**config.mk**
```make
export PLATFORM = sky130hd
export DESIGN_NAME = xbpm_crossbar
export DESIGN_NICKNAME = d
export VERILOG_FILES = /design/src/rtl/xbpm_crossbar.v
export VERILOG_INCLUDE_DIRS = /design/src /design/src/rtl
export SDC_FILE = /design/constraint.sdc
export NUM_CORES = 2
export LEC_CHECK = 0
export BUFFER_PORTS_ARGS = -buffer_cell sky130_fd_sc_hd__buf_2
export CORE_ASPECT_RATIO = 0.9
export CORE_MARGIN = 3
export CORE_UTILIZATION = 35
export CTS_CLUSTER_SIZE = 12
export DETAILED_ROUTE_END_ITERATION = 8
export PLACE_DENSITY = 0.47
export SLEW_MARGIN = 0
export SYNTH_ARGS = -nofsm -noshare
export SYNTH_HDL_FRONTEND = slang
export SYNTH_SLANG_ARGS = --single-unit
```
**constraint.sdc**
```tcl
create_clock -name sys_clk -period 21.7 [get_ports sys_clk]
set_input_delay 2.17 -clock sys_clk [delete_from_list [all_inputs] [get_ports sys_clk]]
set_output_delay 2.17 -clock sys_clk [all_outputs]
set_load 0.05 [all_outputs]
```
**src/rtl/xbpm_defines.vh**
```
// Constants for the priority crossbar and port-match block.
`ifndef XBPM_DEFINES_VH
`define XBPM_DEFINES_VH
// Register addresses on the special function register port.
`define XBPM_ADDR_ROUTE0 8'hE1
`define XBPM_ADDR_ROUTE1 8'hE2
`define XBPM_ADDR_P1_EXPECT 8'hED
`define XBPM_ADDR_P1_MASK 8'hEE
`define XBPM_ADDR_P0_EXPECT 8'hFD
`define XBPM_ADDR_P0_MASK 8'hFE
// Reset values.
`define XBPM_RST_ROUTE 8'h00
`define XBPM_RST_EXPECT 8'hFF
`define XBPM_RST_MASK 8'h00
// Field positions in routing register 0.
`define XBPM_R0_UART 0
`define XBPM_R0_SPI 1
`define XBPM_R0_SMB0 2
`define XBPM_R0_SYSCK 3
`define XBPM_R0_CMP 4
`define XBPM_R0_CMPA 5
`define XBPM_R0_SMB1 6
`define XBPM_R0_STRONG 7
// Field positions in routing register 1.
`define XBPM_R1_PCA_LO 0
`define XBPM_R1_PCA_HI 1
`define XBPM_R1_ZERO 2
`define XBPM_R1_ECI 3
`define XBPM_R1_T0 4
`define XBPM_R1_T1 5
`define XBPM_R1_CROSSBAR_ENABLE_BIT 6
`define XBPM_R1_GLOBAL_PULLUP_DISABLE 7
// Crossbar pins: port 0 is 0..7, port 1 is 8..15, port 2 is 16..19.
`define XBPM_NPINS 20
`define XBPM_PORT_W 8
`define XBPM_P1_LO 8
`define XBPM_PIN_UART_TX 5'h04
`define XBPM_PIN_UART_RX 5'h05
`define XBPM_PIN_STRONG_A 18
`define XBPM_PIN_STRONG_B 19
// Peripheral signals in priority order.
`define XBPM_NSIG 19
`define XBPM_IDX_W 5
`define XBPM_SIG_TX 5'h00
`define XBPM_SIG_RX 5'h01
`define XBPM_SIG_SCK 2
`define XBPM_SIG_MISO 3
`define XBPM_SIG_MOSI 4
`define XBPM_SIG_NSS 5
`define XBPM_SIG_SDA0 6
`define XBPM_SIG_SCL0 7
`define XBPM_SIG_CMP 8
`define XBPM_SIG_CMPA 9
`define XBPM_SIG_SYSCK 10
`define XBPM_SIG_PCA_OUTPUT_ZERO 11
`define XBPM_SIG_CEX1 12
`define XBPM_SIG_CEX2 13
`define XBPM_SIG_ECI 14
`define XBPM_SIG_T0 15
`define XBPM_SIG_T1 16
`define XBPM_SIG_SDA1 17
`define XBPM_SIG_SCL1 18
`define XBPM_SIG_NONE 5'h1F
// SPI select mode code for 3-wire operation.
`define XBPM_SPI_3WIRE 2'h0
`endif

```
**src/rtl/xbpm_crossbar.v**
```verilog
// Priority crossbar pin assignment with port-match comparator.
`timescale 1ns/1ps
//////////////////////////////////////////////////////////////////////////////
// Summary of operation
// - An enabled SMBus claims data and clock; UART claims both its pins.
// - UART transmit always sits on port 0 bit 4, receive on bit 5.
// - Fixed priority order starting with UART and ending with SMBus1.
// - Each enabled function after UART takes the lowest pin not yet claimed.
// - Skipped pins are passed over as if already claimed.
// - Unclaimed pins stay general-purpose port pins.
// - SPI slave select claims a pin only in 4-wire mode.
// - Each SMBus pin order follows its pin-swap bit.
// - With the crossbar disabled all pins are plain port inputs.
// - Output drivers stay off while the crossbar is disabled.
// - Input mode 1 is digital, 0 analog; reset gives digital inputs.
// - Analog pins lose pull-up, output driver and digital receiver.
// - SMBus pins are always open-drain; others follow output mode.
// - Pull-up disable at 0 gives open-drain digital pins weak pull-ups.
// - Weak pull-up is off on any pin driving low.
// - Routing register 0 holds the seven enables and strong pull-up bit.
// - PCA field selects none, one, two or three compare outputs.
// - Routing register 1 holds timer and counter enables; bit 2 is zero.
// - Mismatch when masked port pins differ from masked expected values.
// - Mask bit 0 excludes a pin; masks reset to zero.
// - Expected bit selects low or high; expected values reset to ones.
// - Mismatch uses real pin levels whatever the routing is.
// - Mismatch drives both an interrupt request and a wake request.
//////////////////////////////////////////////////////////////////////////////
`include "xbpm_defines.vh"

module xbpm_crossbar (
    input wire sys_clk,
    input wire rst_n,
    input wire [7:0] sfr_addr,
    input wire sfr_wr,
    input wire sfr_rd,
    input wire [7:0] sfr_wdata,
    output reg [7:0] sfr_rdata,
    input wire [19:0] pin_input_mode,
    input wire [19:0] pin_output_mode,
    input wire [19:0] pin_skip_bits,
    input wire [19:0] port_latch,
    input wire [1:0] spi_select_mode_bits,
    input wire [1:0] smbus_pin_swap,
    input wire [18:0] periph_out,
    input wire [18:0] periph_oe,
    output reg [18:0] periph_in,
    input wire [19:0] pin_in,
    output reg [19:0] pin_out,
    output reg [19:0] pin_oe,
    output reg [19:0] pin_weak_pullup,
    output reg [19:0] pin_rx_en,
    output reg [1:0] pin_strong_pullup,
    output reg port_mismatch_irq,
    output reg port_mismatch_wake
);

    //////////////////////////////////////////////////////////////////////////
    // Register file.
    // Six byte-wide registers; the pin mode and skip settings live
    // outside this block and arrive as plain inputs.
    reg [7:0] route0;
    reg [7:0] route1;
    reg [7:0] p0_expect;
    reg [7:0] p0_mask;
    reg [7:0] p1_expect;
    reg [7:0] p1_mask;

    // Software writes land on the next edge; bit 2 of route1 is held zero.
    // Writes to addresses outside this block are ignored here, so the
    // other port registers can share the same special function bus.
    always @(posedge sys_clk) begin
        if (!rst_n) begin
            route0 <= `XBPM_RST_ROUTE;
            route1 <= `XBPM_RST_ROUTE;
            p0_expect <= `XBPM_RST_EXPECT;
            p1_expect <= `XBPM_RST_EXPECT;
            p0_mask <= `XBPM_RST_MASK;
            p1_mask <= `XBPM_RST_MASK;
        end else if (sfr_wr) begin
            case (sfr_addr)
                `XBPM_ADDR_ROUTE0: begin
                    route0 <= sfr_wdata;
                end
                `XBPM_ADDR_ROUTE1: begin
                    route1 <= sfr_wdata;
                    route1[`XBPM_R1_ZERO] <= 1'b0;
                end
                `XBPM_ADDR_P0_EXPECT: begin
                    p0_expect <= sfr_wdata;
                end
                `XBPM_ADDR_P0_MASK: begin
                    p0_mask <= sfr_wdata;
                end
                `XBPM_ADDR_P1_EXPECT: begin
                    p1_expect <= sfr_wdata;
                end
                `XBPM_ADDR_P1_MASK: begin
                    p1_mask <= sfr_wdata;
                end
                default: begin
                    route0 <= route0;
                end
            endcase
        end
    end

    // Read data is registered one cycle after the read strobe.
    // The last value read is held until the next read strobe arrives.
    // Unmapped addresses return zero so a stray read is harmless.
    always @(posedge sys_clk) begin
        if (!rst_n) begin
            sfr_rdata <= 8'h00;
        end else if (sfr_rd) begin
            case (sfr_addr)
                `XBPM_ADDR_ROUTE0: sfr_rdata <= route0;
                `XBPM_ADDR_ROUTE1: sfr_rdata <= route1;
                `XBPM_ADDR_P0_EXPECT: sfr_rdata <= p0_expect;
                `XBPM_ADDR_P0_MASK: sfr_rdata <= p0_mask;
                `XBPM_ADDR_P1_EXPECT: sfr_rdata <= p1_expect;
                `XBPM_ADDR_P1_MASK: sfr_rdata <= p1_mask;
                default: sfr_rdata <= 8'h00;
            endcase
        end
    end

    //////////////////////////////////////////////////////////////////////////
    // Decoded controls.
    wire xbar_en = route1[`XBPM_R1_CROSSBAR_ENABLE_BIT];
    wire pullup_off = route1[`XBPM_R1_GLOBAL_PULLUP_DISABLE];
    wire [1:0] pca_sel = route1[`XBPM_R1_PCA_HI:`XBPM_R1_PCA_LO];
    wire spi_4wire = (spi_select_mode_bits != `XBPM_SPI_3WIRE);
    reg [18:0] sig_en;

    // Per-signal enables; paired pins always enable together.
    // The crossbar enable is applied later at each pin cell, so the
    // assignment map stays stable while software flips the enable.
    always @* begin
        sig_en = 19'h00000;
        sig_en[`XBPM_SIG_TX] = route0[`XBPM_R0_UART];
        sig_en[`XBPM_SIG_RX] = route0[`XBPM_R0_UART];
        sig_en[`XBPM_SIG_SCK] = route0[`XBPM_R0_SPI];
        sig_en[`XBPM_SIG_MISO] = route0[`XBPM_R0_SPI];
        sig_en[`XBPM_SIG_MOSI] = route0[`XBPM_R0_SPI];
        sig_en[`XBPM_SIG_NSS] = route0[`XBPM_R0_SPI] & spi_4wire;
        sig_en[`XBPM_SIG_SDA0] = route0[`XBPM_R0_SMB0];
        sig_en[`XBPM_SIG_SCL0] = route0[`XBPM_R0_SMB0];
        sig_en[`XBPM_SIG_CMP] = route0[`XBPM_R0_CMP];
        sig_en[`XBPM_SIG_CMPA] = route0[`XBPM_R0_CMPA];
        sig_en[`XBPM_SIG_SYSCK] = route0[`XBPM_R0_SYSCK];
        sig_en[`XBPM_SIG_PCA_OUTPUT_ZERO] = (pca_sel != 2'h0);
        sig_en[`XBPM_SIG_CEX1] = pca_sel[`XBPM_R1_PCA_HI];
        sig_en[`XBPM_SIG_CEX2] = (pca_sel == 2'h3);
        sig_en[`XBPM_SIG_ECI] = route1[`XBPM_R1_ECI];
        sig_en[`XBPM_SIG_T0] = route1[`XBPM_R1_T0];
        sig_en[`XBPM_SIG_T1] = route1[`XBPM_R1_T1];
        sig_en[`XBPM_SIG_SDA1] = route0[`XBPM_R0_SMB1];
        sig_en[`XBPM_SIG_SCL1] = route0[`XBPM_R0_SMB1];
    end

    //////////////////////////////////////////////////////////////////////////
    // Priority decoder.
    reg [19:0] claimed;
    reg [19:0] pin_hit;
    reg [99:0] pin_sig;
    reg [18:0] sig_hit;
    reg [94:0] sig_pin;
    reg found;
    integer k;
    integer s;
    integer p;

    // Walk signals in priority order, giving each the lowest free pin.
    // The walk is fully combinational: seventeen signals by twenty pins
    // unroll into a long chain, which is the main timing path of the block.
    // Skip bits seed the claimed set, so skipped pins look already taken.
    always @* begin
        claimed = pin_skip_bits;
        pin_hit = 20'h00000;
        pin_sig = {`XBPM_NPINS{`XBPM_SIG_NONE}};
        sig_hit = 19'h00000;
        sig_pin = 95'h0;
        found = 1'b0;
        s = 0;
        p = 0;
        // UART is pinned regardless of skip bits.
        if (sig_en[`XBPM_SIG_TX]) begin
            claimed[`XBPM_PIN_UART_TX] = 1'b1;
            claimed[`XBPM_PIN_UART_RX] = 1'b1;
            pin_hit[`XBPM_PIN_UART_TX] = 1'b1;
            pin_hit[`XBPM_PIN_UART_RX] = 1'b1;
            pin_sig[`XBPM_PIN_UART_TX*`XBPM_IDX_W +: `XBPM_IDX_W] =
                `XBPM_SIG_TX;
            pin_sig[`XBPM_PIN_UART_RX*`XBPM_IDX_W +: `XBPM_IDX_W] =
                `XBPM_SIG_RX;
            sig_hit[`XBPM_SIG_TX] = 1'b1;
            sig_hit[`XBPM_SIG_RX] = 1'b1;
            sig_pin[`XBPM_SIG_TX*`XBPM_IDX_W +: `XBPM_IDX_W] =
                `XBPM_PIN_UART_TX;
            sig_pin[`XBPM_SIG_RX*`XBPM_IDX_W +: `XBPM_IDX_W] =
                `XBPM_PIN_UART_RX;
        end
        for (k = `XBPM_SIG_SCK; k < `XBPM_NSIG; k = k + 1) begin
            s = k;
            // A set swap bit places clock before data.
            if (smbus_pin_swap[0] && k == `XBPM_SIG_SDA0) s = `XBPM_SIG_SCL0;
            if (smbus_pin_swap[0] && k == `XBPM_SIG_SCL0) s = `XBPM_SIG_SDA0;
            if (smbus_pin_swap[1] && k == `XBPM_SIG_SDA1) s = `XBPM_SIG_SCL1;
            if (smbus_pin_swap[1] && k == `XBPM_SIG_SCL1) s = `XBPM_SIG_SDA1;
            found = 1'b0;
            if (sig_en[s]) begin
                for (p = 0; p < `XBPM_NPINS; p = p + 1) begin
                    if (!found && !claimed[p]) begin
                        found = 1'b1;
                        claimed[p] = 1'b1;
                        pin_hit[p] = 1'b1;
                        pin_sig[p*`XBPM_IDX_W +: `XBPM_IDX_W] = s[4:0];
                        sig_hit[s] = 1'b1;
                        sig_pin[s*`XBPM_IDX_W +: `XBPM_IDX_W] = p[4:0];
                    end
                end
            end
        end
    end

    //////////////////////////////////////////////////////////////////////////
    // Pin input synchroniser; the first stage feeds only the second.
    // Both stages reset high, matching an idle pad with its pull-up on,
    // so no false mismatch follows reset.
    reg [19:0] pin_sync1;
    reg [19:0] pin_sync2;

    always @(posedge sys_clk) begin
        if (!rst_n) begin
            pin_sync1 <= 20'hFFFFF;
            pin_sync2 <= 20'hFFFFF;
        end else begin
            pin_sync1 <= pin_in;
            pin_sync2 <= pin_sync1;
        end
    end

    // Analog pins have no receiver and read as low.
    // Masking here keeps analog pins out of both the peripheral inputs
    // and the port-match compare.
    wire [19:0] pin_level = pin_sync2 & pin_input_mode;

    //////////////////////////////////////////////////////////////////////////
    // Pin cells.
    // A routed pin takes value and drive request from its peripheral; a
    // free pin with the crossbar on behaves as a general-purpose output.
    // Open-drain pins never drive high, and SMBus pins are always
    // open-drain whatever the output mode says.
    genvar g;
    generate
        for (g = 0; g < `XBPM_NPINS; g = g + 1) begin : g_pin
            wire [4:0] fn = pin_sig[g*`XBPM_IDX_W +: `XBPM_IDX_W];
            wire routed = pin_hit[g] & xbar_en;
            wire is_smbus = routed & ((fn == `XBPM_SIG_SDA0) |
                (fn == `XBPM_SIG_SCL0) | (fn == `XBPM_SIG_SDA1) |
                (fn == `XBPM_SIG_SCL1));
            wire digital = pin_input_mode[g];
            wire val = routed ? periph_out[fn] : port_latch[g];
            wire want = routed ? periph_oe[fn] : 1'b1;
            wire push = pin_output_mode[g] & ~is_smbus;
            wire drv_lo = xbar_en & digital & want & ~val;
            wire drv_hi = xbar_en & digital & want & val & push;

            // Pad controls are registered so a setting acts one edge later.
            // Registering also hides glitches of the long priority chain.
            always @(posedge sys_clk) begin
                if (!rst_n) begin
                    pin_out[g] <= 1'b1;
                    pin_oe[g] <= 1'b0;
                    pin_weak_pullup[g] <= 1'b1;
                    pin_rx_en[g] <= 1'b1;
                end else begin
                    pin_out[g] <= val;
                    pin_oe[g] <= drv_lo | drv_hi;
                    pin_weak_pullup[g] <= digital & ~pullup_off &
                        ~drv_lo & ~drv_hi;
                    pin_rx_en[g] <= digital;
                end
            end
        end
    endgenerate

    //////////////////////////////////////////////////////////////////////////
    // Peripheral inputs return the level of the pin they own, else idle high.
    // Idle high keeps serial receivers quiet while no pin is assigned.
    generate
        for (g = 0; g < `XBPM_NSIG; g = g + 1) begin : g_sig
            wire [4:0] at = sig_pin[g*`XBPM_IDX_W +: `XBPM_IDX_W];

            always @(posedge sys_clk) begin
                if (!rst_n) begin
                    periph_in[g] <= 1'b1;
                end else begin
                    periph_in[g] <= (sig_hit[g] & xbar_en) ?
                        pin_level[at] : 1'b1;
                end
            end
        end
    endgenerate

    //////////////////////////////////////////////////////////////////////////
    // Strong pull-ups on the two port 2 pins.
    // They follow the routing bit even with the crossbar disabled.
    always @(posedge sys_clk) begin
        if (!rst_n) begin
            pin_strong_pullup <= 2'h0;
        end else begin
            pin_strong_pullup <= {2{route0[`XBPM_R0_STRONG]}};
        end
    end

    //////////////////////////////////////////////////////////////////////////
    // Port match comparator on the true pin levels, not the routing.
    wire [7:0] p0_now = pin_level[`XBPM_PORT_W-1:0];
    wire [7:0] p1_now = pin_level[`XBPM_P1_LO +: `XBPM_PORT_W];
    wire mismatch = ((p0_now & p0_mask) != (p0_expect & p0_mask)) |
        ((p1_now & p1_mask) != (p1_expect & p1_mask));

    // The level is re-evaluated every cycle and feeds both requests.
    // The request is a level, not a pulse: it stays high while the
    // masked pins differ and drops when they match again.
    always @(posedge sys_clk) begin
        if (!rst_n) begin
            port_mismatch_irq <= 1'b0;
            port_mismatch_wake <= 1'b0;
        end else begin
            port_mismatch_irq <= mismatch;
            port_mismatch_wake <= mismatch;
        end
    end

endmodule // xbpm_crossbar

```
==> out/results.txt <==
Setup Crit Path Kind - primary input to flop
r2r startpoint - route0[0]
Buf+Inv Stages, Crit Path - 1
worst path arrival time - 13.29 ns
Ports - 273
Max Freq - 77.52 MHz
commonest non-fill, non-tap cells in the layout - nand2_1 (726), nor2_1 (561), a21oi_1 (480)
layout cell share with drive strength beyond 1 - 13.72%
post-route antenna net violation count - 0
Worst R2R End - pin_weak_pullup[19]
dpl cell area - 0.03681 mm^2
Via Count - 46,452
failing checks - max-capacitance violations, max-slew violations
Post-synth EDFFs - 0
Final Cycle Share - 59.45%
Port Buf Inserts - 272
initial antenna violation count - 12
gr ovfl total - 0
die height - 304.2 um
sink of the worst hold path - pin_sync2[8]
reg2reg path depth - 27
largest cells by area after synthesis - dfxtp_1 (11%), nand2_1 (7.9%), a21oi_1 (7.0%)
Worst setup SP type - primary input
outcome - finished, violations left
clk_skew - 0.04651 ns
Leak - 0.01335 uW
Post-Synthesis Cells - 5,314
syn nets - 5,476
Final Power - 1170 uW
clk_lat worst skew - 0.54 ns
total CTS buffers - 17
post-synthesis sequential area ratio - 11.35%
area delta synth->final - 8.423%
clk slew on worst S/H paths - 0.09 ns
most common cell after layout, fill and taps aside - nand2_1
CP endpoint kind - flop
Die ar. - 0.1026 mm^2
most used cell, CP - nor2_1
drt total wl - 225,200 um
DRT iter0 DRCs - 6,895
H-tree depth - 4
Core ar. - 0.09716 mm^2
pin count of the biggest net entering global routing - 70
WL/cell - 34.01 um
CP max stage cell - a221oi_2
clock sinks - 196
CTS root buf - clkbuf_16
hold path startpoint - pin_sync1[8]
Final min period - 12.90 ns
drt via density - 7.015
vias in the first global route - 41,441
nets@finish - 5,505
P per Cell Area - 31.20 mW/mm^2
Worst EP required - 22.09 ns
first-pass GRT wire length - 312,100 um
footprint of the multi-input gates - 0.02876 mm^2
HP Class - flop to flop
CTS tree - yes
actual slew at the worst max-slew pin - 1.515 ns
Initial DRT Pass Iterations - 6
Slew headroom - -1.581%
Synth Warn # - 0
post-DP HPWL - 175,500 um
die width - 337.3 um
maximum vdd drop - 66.00 uV
Synth Area per Inst - 6.508 um^2
Fin Setup TNS - 0 ns
CTS resizes - 0
post-synthesis cell area - 0.03458 mm^2
max-slew violation count - 2
post-CTS setup repair buffer count - 0
CP delay by family, top - compound AO/OA/AOI/OAI gates
register bit total from synthesis - 196
Netlist cell types - 134
Cell Rows - 108
Max Cap Viol - 2
flop2flop setup slack - 9.95 ns
Setup Viol. Count Final - 0
ys flop type - dfxtp_1
cell taking the most area after synthesis - dfxtp_1
RSZ-0062 raised after global routing - no
hold_buf cts - 0
Tot GR Track Use - 41.68%
clk buf depth - 2
final hold viol count - 0
Initial Util - 35.59%
fin area - 0.03750 mm^2
residual DRC count - 0
FF/Latch Area - 0.003934 mm^2
CP max FO - 50
hold path cells - 1
routability cong. - 1.030
Crit path largest cell delay - 0.86 ns
ys async rst share - 0%
Yosys top cell area share - 11.35%
Fillers - 10,758
[how the worst max path moves through the flow]
| stage | startpoint | to | slack, ns | depth (start not counted) |
|---|---|---|---|---|
| after global routing | pin_skip_bits[1] | pin_weak_pullup[19] | 8.26 | 28 |
| after floorplan | pin_skip_bits[3] | pin_weak_pullup[19] | 12.06 | 32 |
| after detailed placement | pin_skip_bits[1] | pin_weak_pullup[19] | 8.66 | 27 |
| final | pin_skip_bits[1] | pin_weak_pullup[19] | 8.80 | 27 |
| after CTS | pin_skip_bits[1] | pin_weak_pullup[19] | 9.18 | 27 |
| after global placement | spi_select_mode_bits[1] | pin_weak_pullup[19] | 8.50 | 28 |
[layer usage]
metal	vias to the layer above	share of wire, %	track usage, %	wire length, um
li1	20551	-	-	-
met1	22451	41	56.01	93020
met2	2942	40	57.96	89910
met3	506	12	13.40	27370
met4	2	6.6	23.60	14930
met5	-	0.0031	0	7
[state kept, by name (all words and copies together) (netlist names)]
signal	cells
pin_out	20
p1_mask	8
pin_weak_pullup	20
pin_sync2	20
p1_expect	8
pin_sync1	20
pin_strong_pullup	1
p0_mask	8
route1	7
pin_oe	20
port_mismatch_wake	1
p0_expect	8
periph_in	19
route0	8
sfr_rdata	8
pin_rx_en	20
[cell families after synthesis]
| kind of cell | synth area share, % |
|---|---|
| adders and majority gates | 1.708 |
| DFF | 11.35 |
| AOI/OAI and AO/OA | 43.87 |
| xor gates and xnor gates | 0.8864 |
| muxes | 6.878 |
| buffers and inverters | 5.655 |
| and+or+nand+nor | 29.66 |
[report_power, final]
part	switching (uW)	internal [uW]	total, uW
Clock	202	166	369
Sequential	4.36	369	374
Combinational	318	110	427
[cells in the mapped netlist (41+ instances only)]
cell	count
o221ai_1	93
a31oi_1	87
nand2b_1	109
a22oi_1	49
o22ai_1	131
nor2_1	561
dfxtp_1	196
clkbuf_1	278
o21ai_1	49
maj3_1	43
a21oi_1	481
nor3_1	153
nand3_1	243
inv_1	78
and2_1	73
o21ai_0	450
mux2i_1	106
o211ai_1	112
a211oi_1	78
nand2_1	726
mux2_2	42
a221oi_1	56
buf_2	50
nand4_1	41
[metrics by stage]
step | utilization [%] | hold slack, ns | std cells | setup slack, ns
floorplan | - | 0.3863 | 5314 | 12.06
detailed placement | 37.89 | 0.3909 | 6587 | 8.656
global placement | 37.88 | 0.3874 | 6586 | 8.499
finish | 38.59 | 0.4083 | 6622 | 8.800
global route | 38.59 | 0.4222 | 6621 | 8.259
CTS | 38.57 | 0.4101 | 6619 | 9.176
[layout make-up]
class	instances	share of cell area [%]
Timing Repair Buffer	386	5.920
Multi-Input combinational cell	4653	76.70
Sequential cell	196	10.49
Antenna cell	1	0.006674
Inverter	89	0.8909
Tap cell	1265	4.221
Clock buffer	17	1.135
Clock inverter	15	0.6340
(Power assumes the default switching activity.)
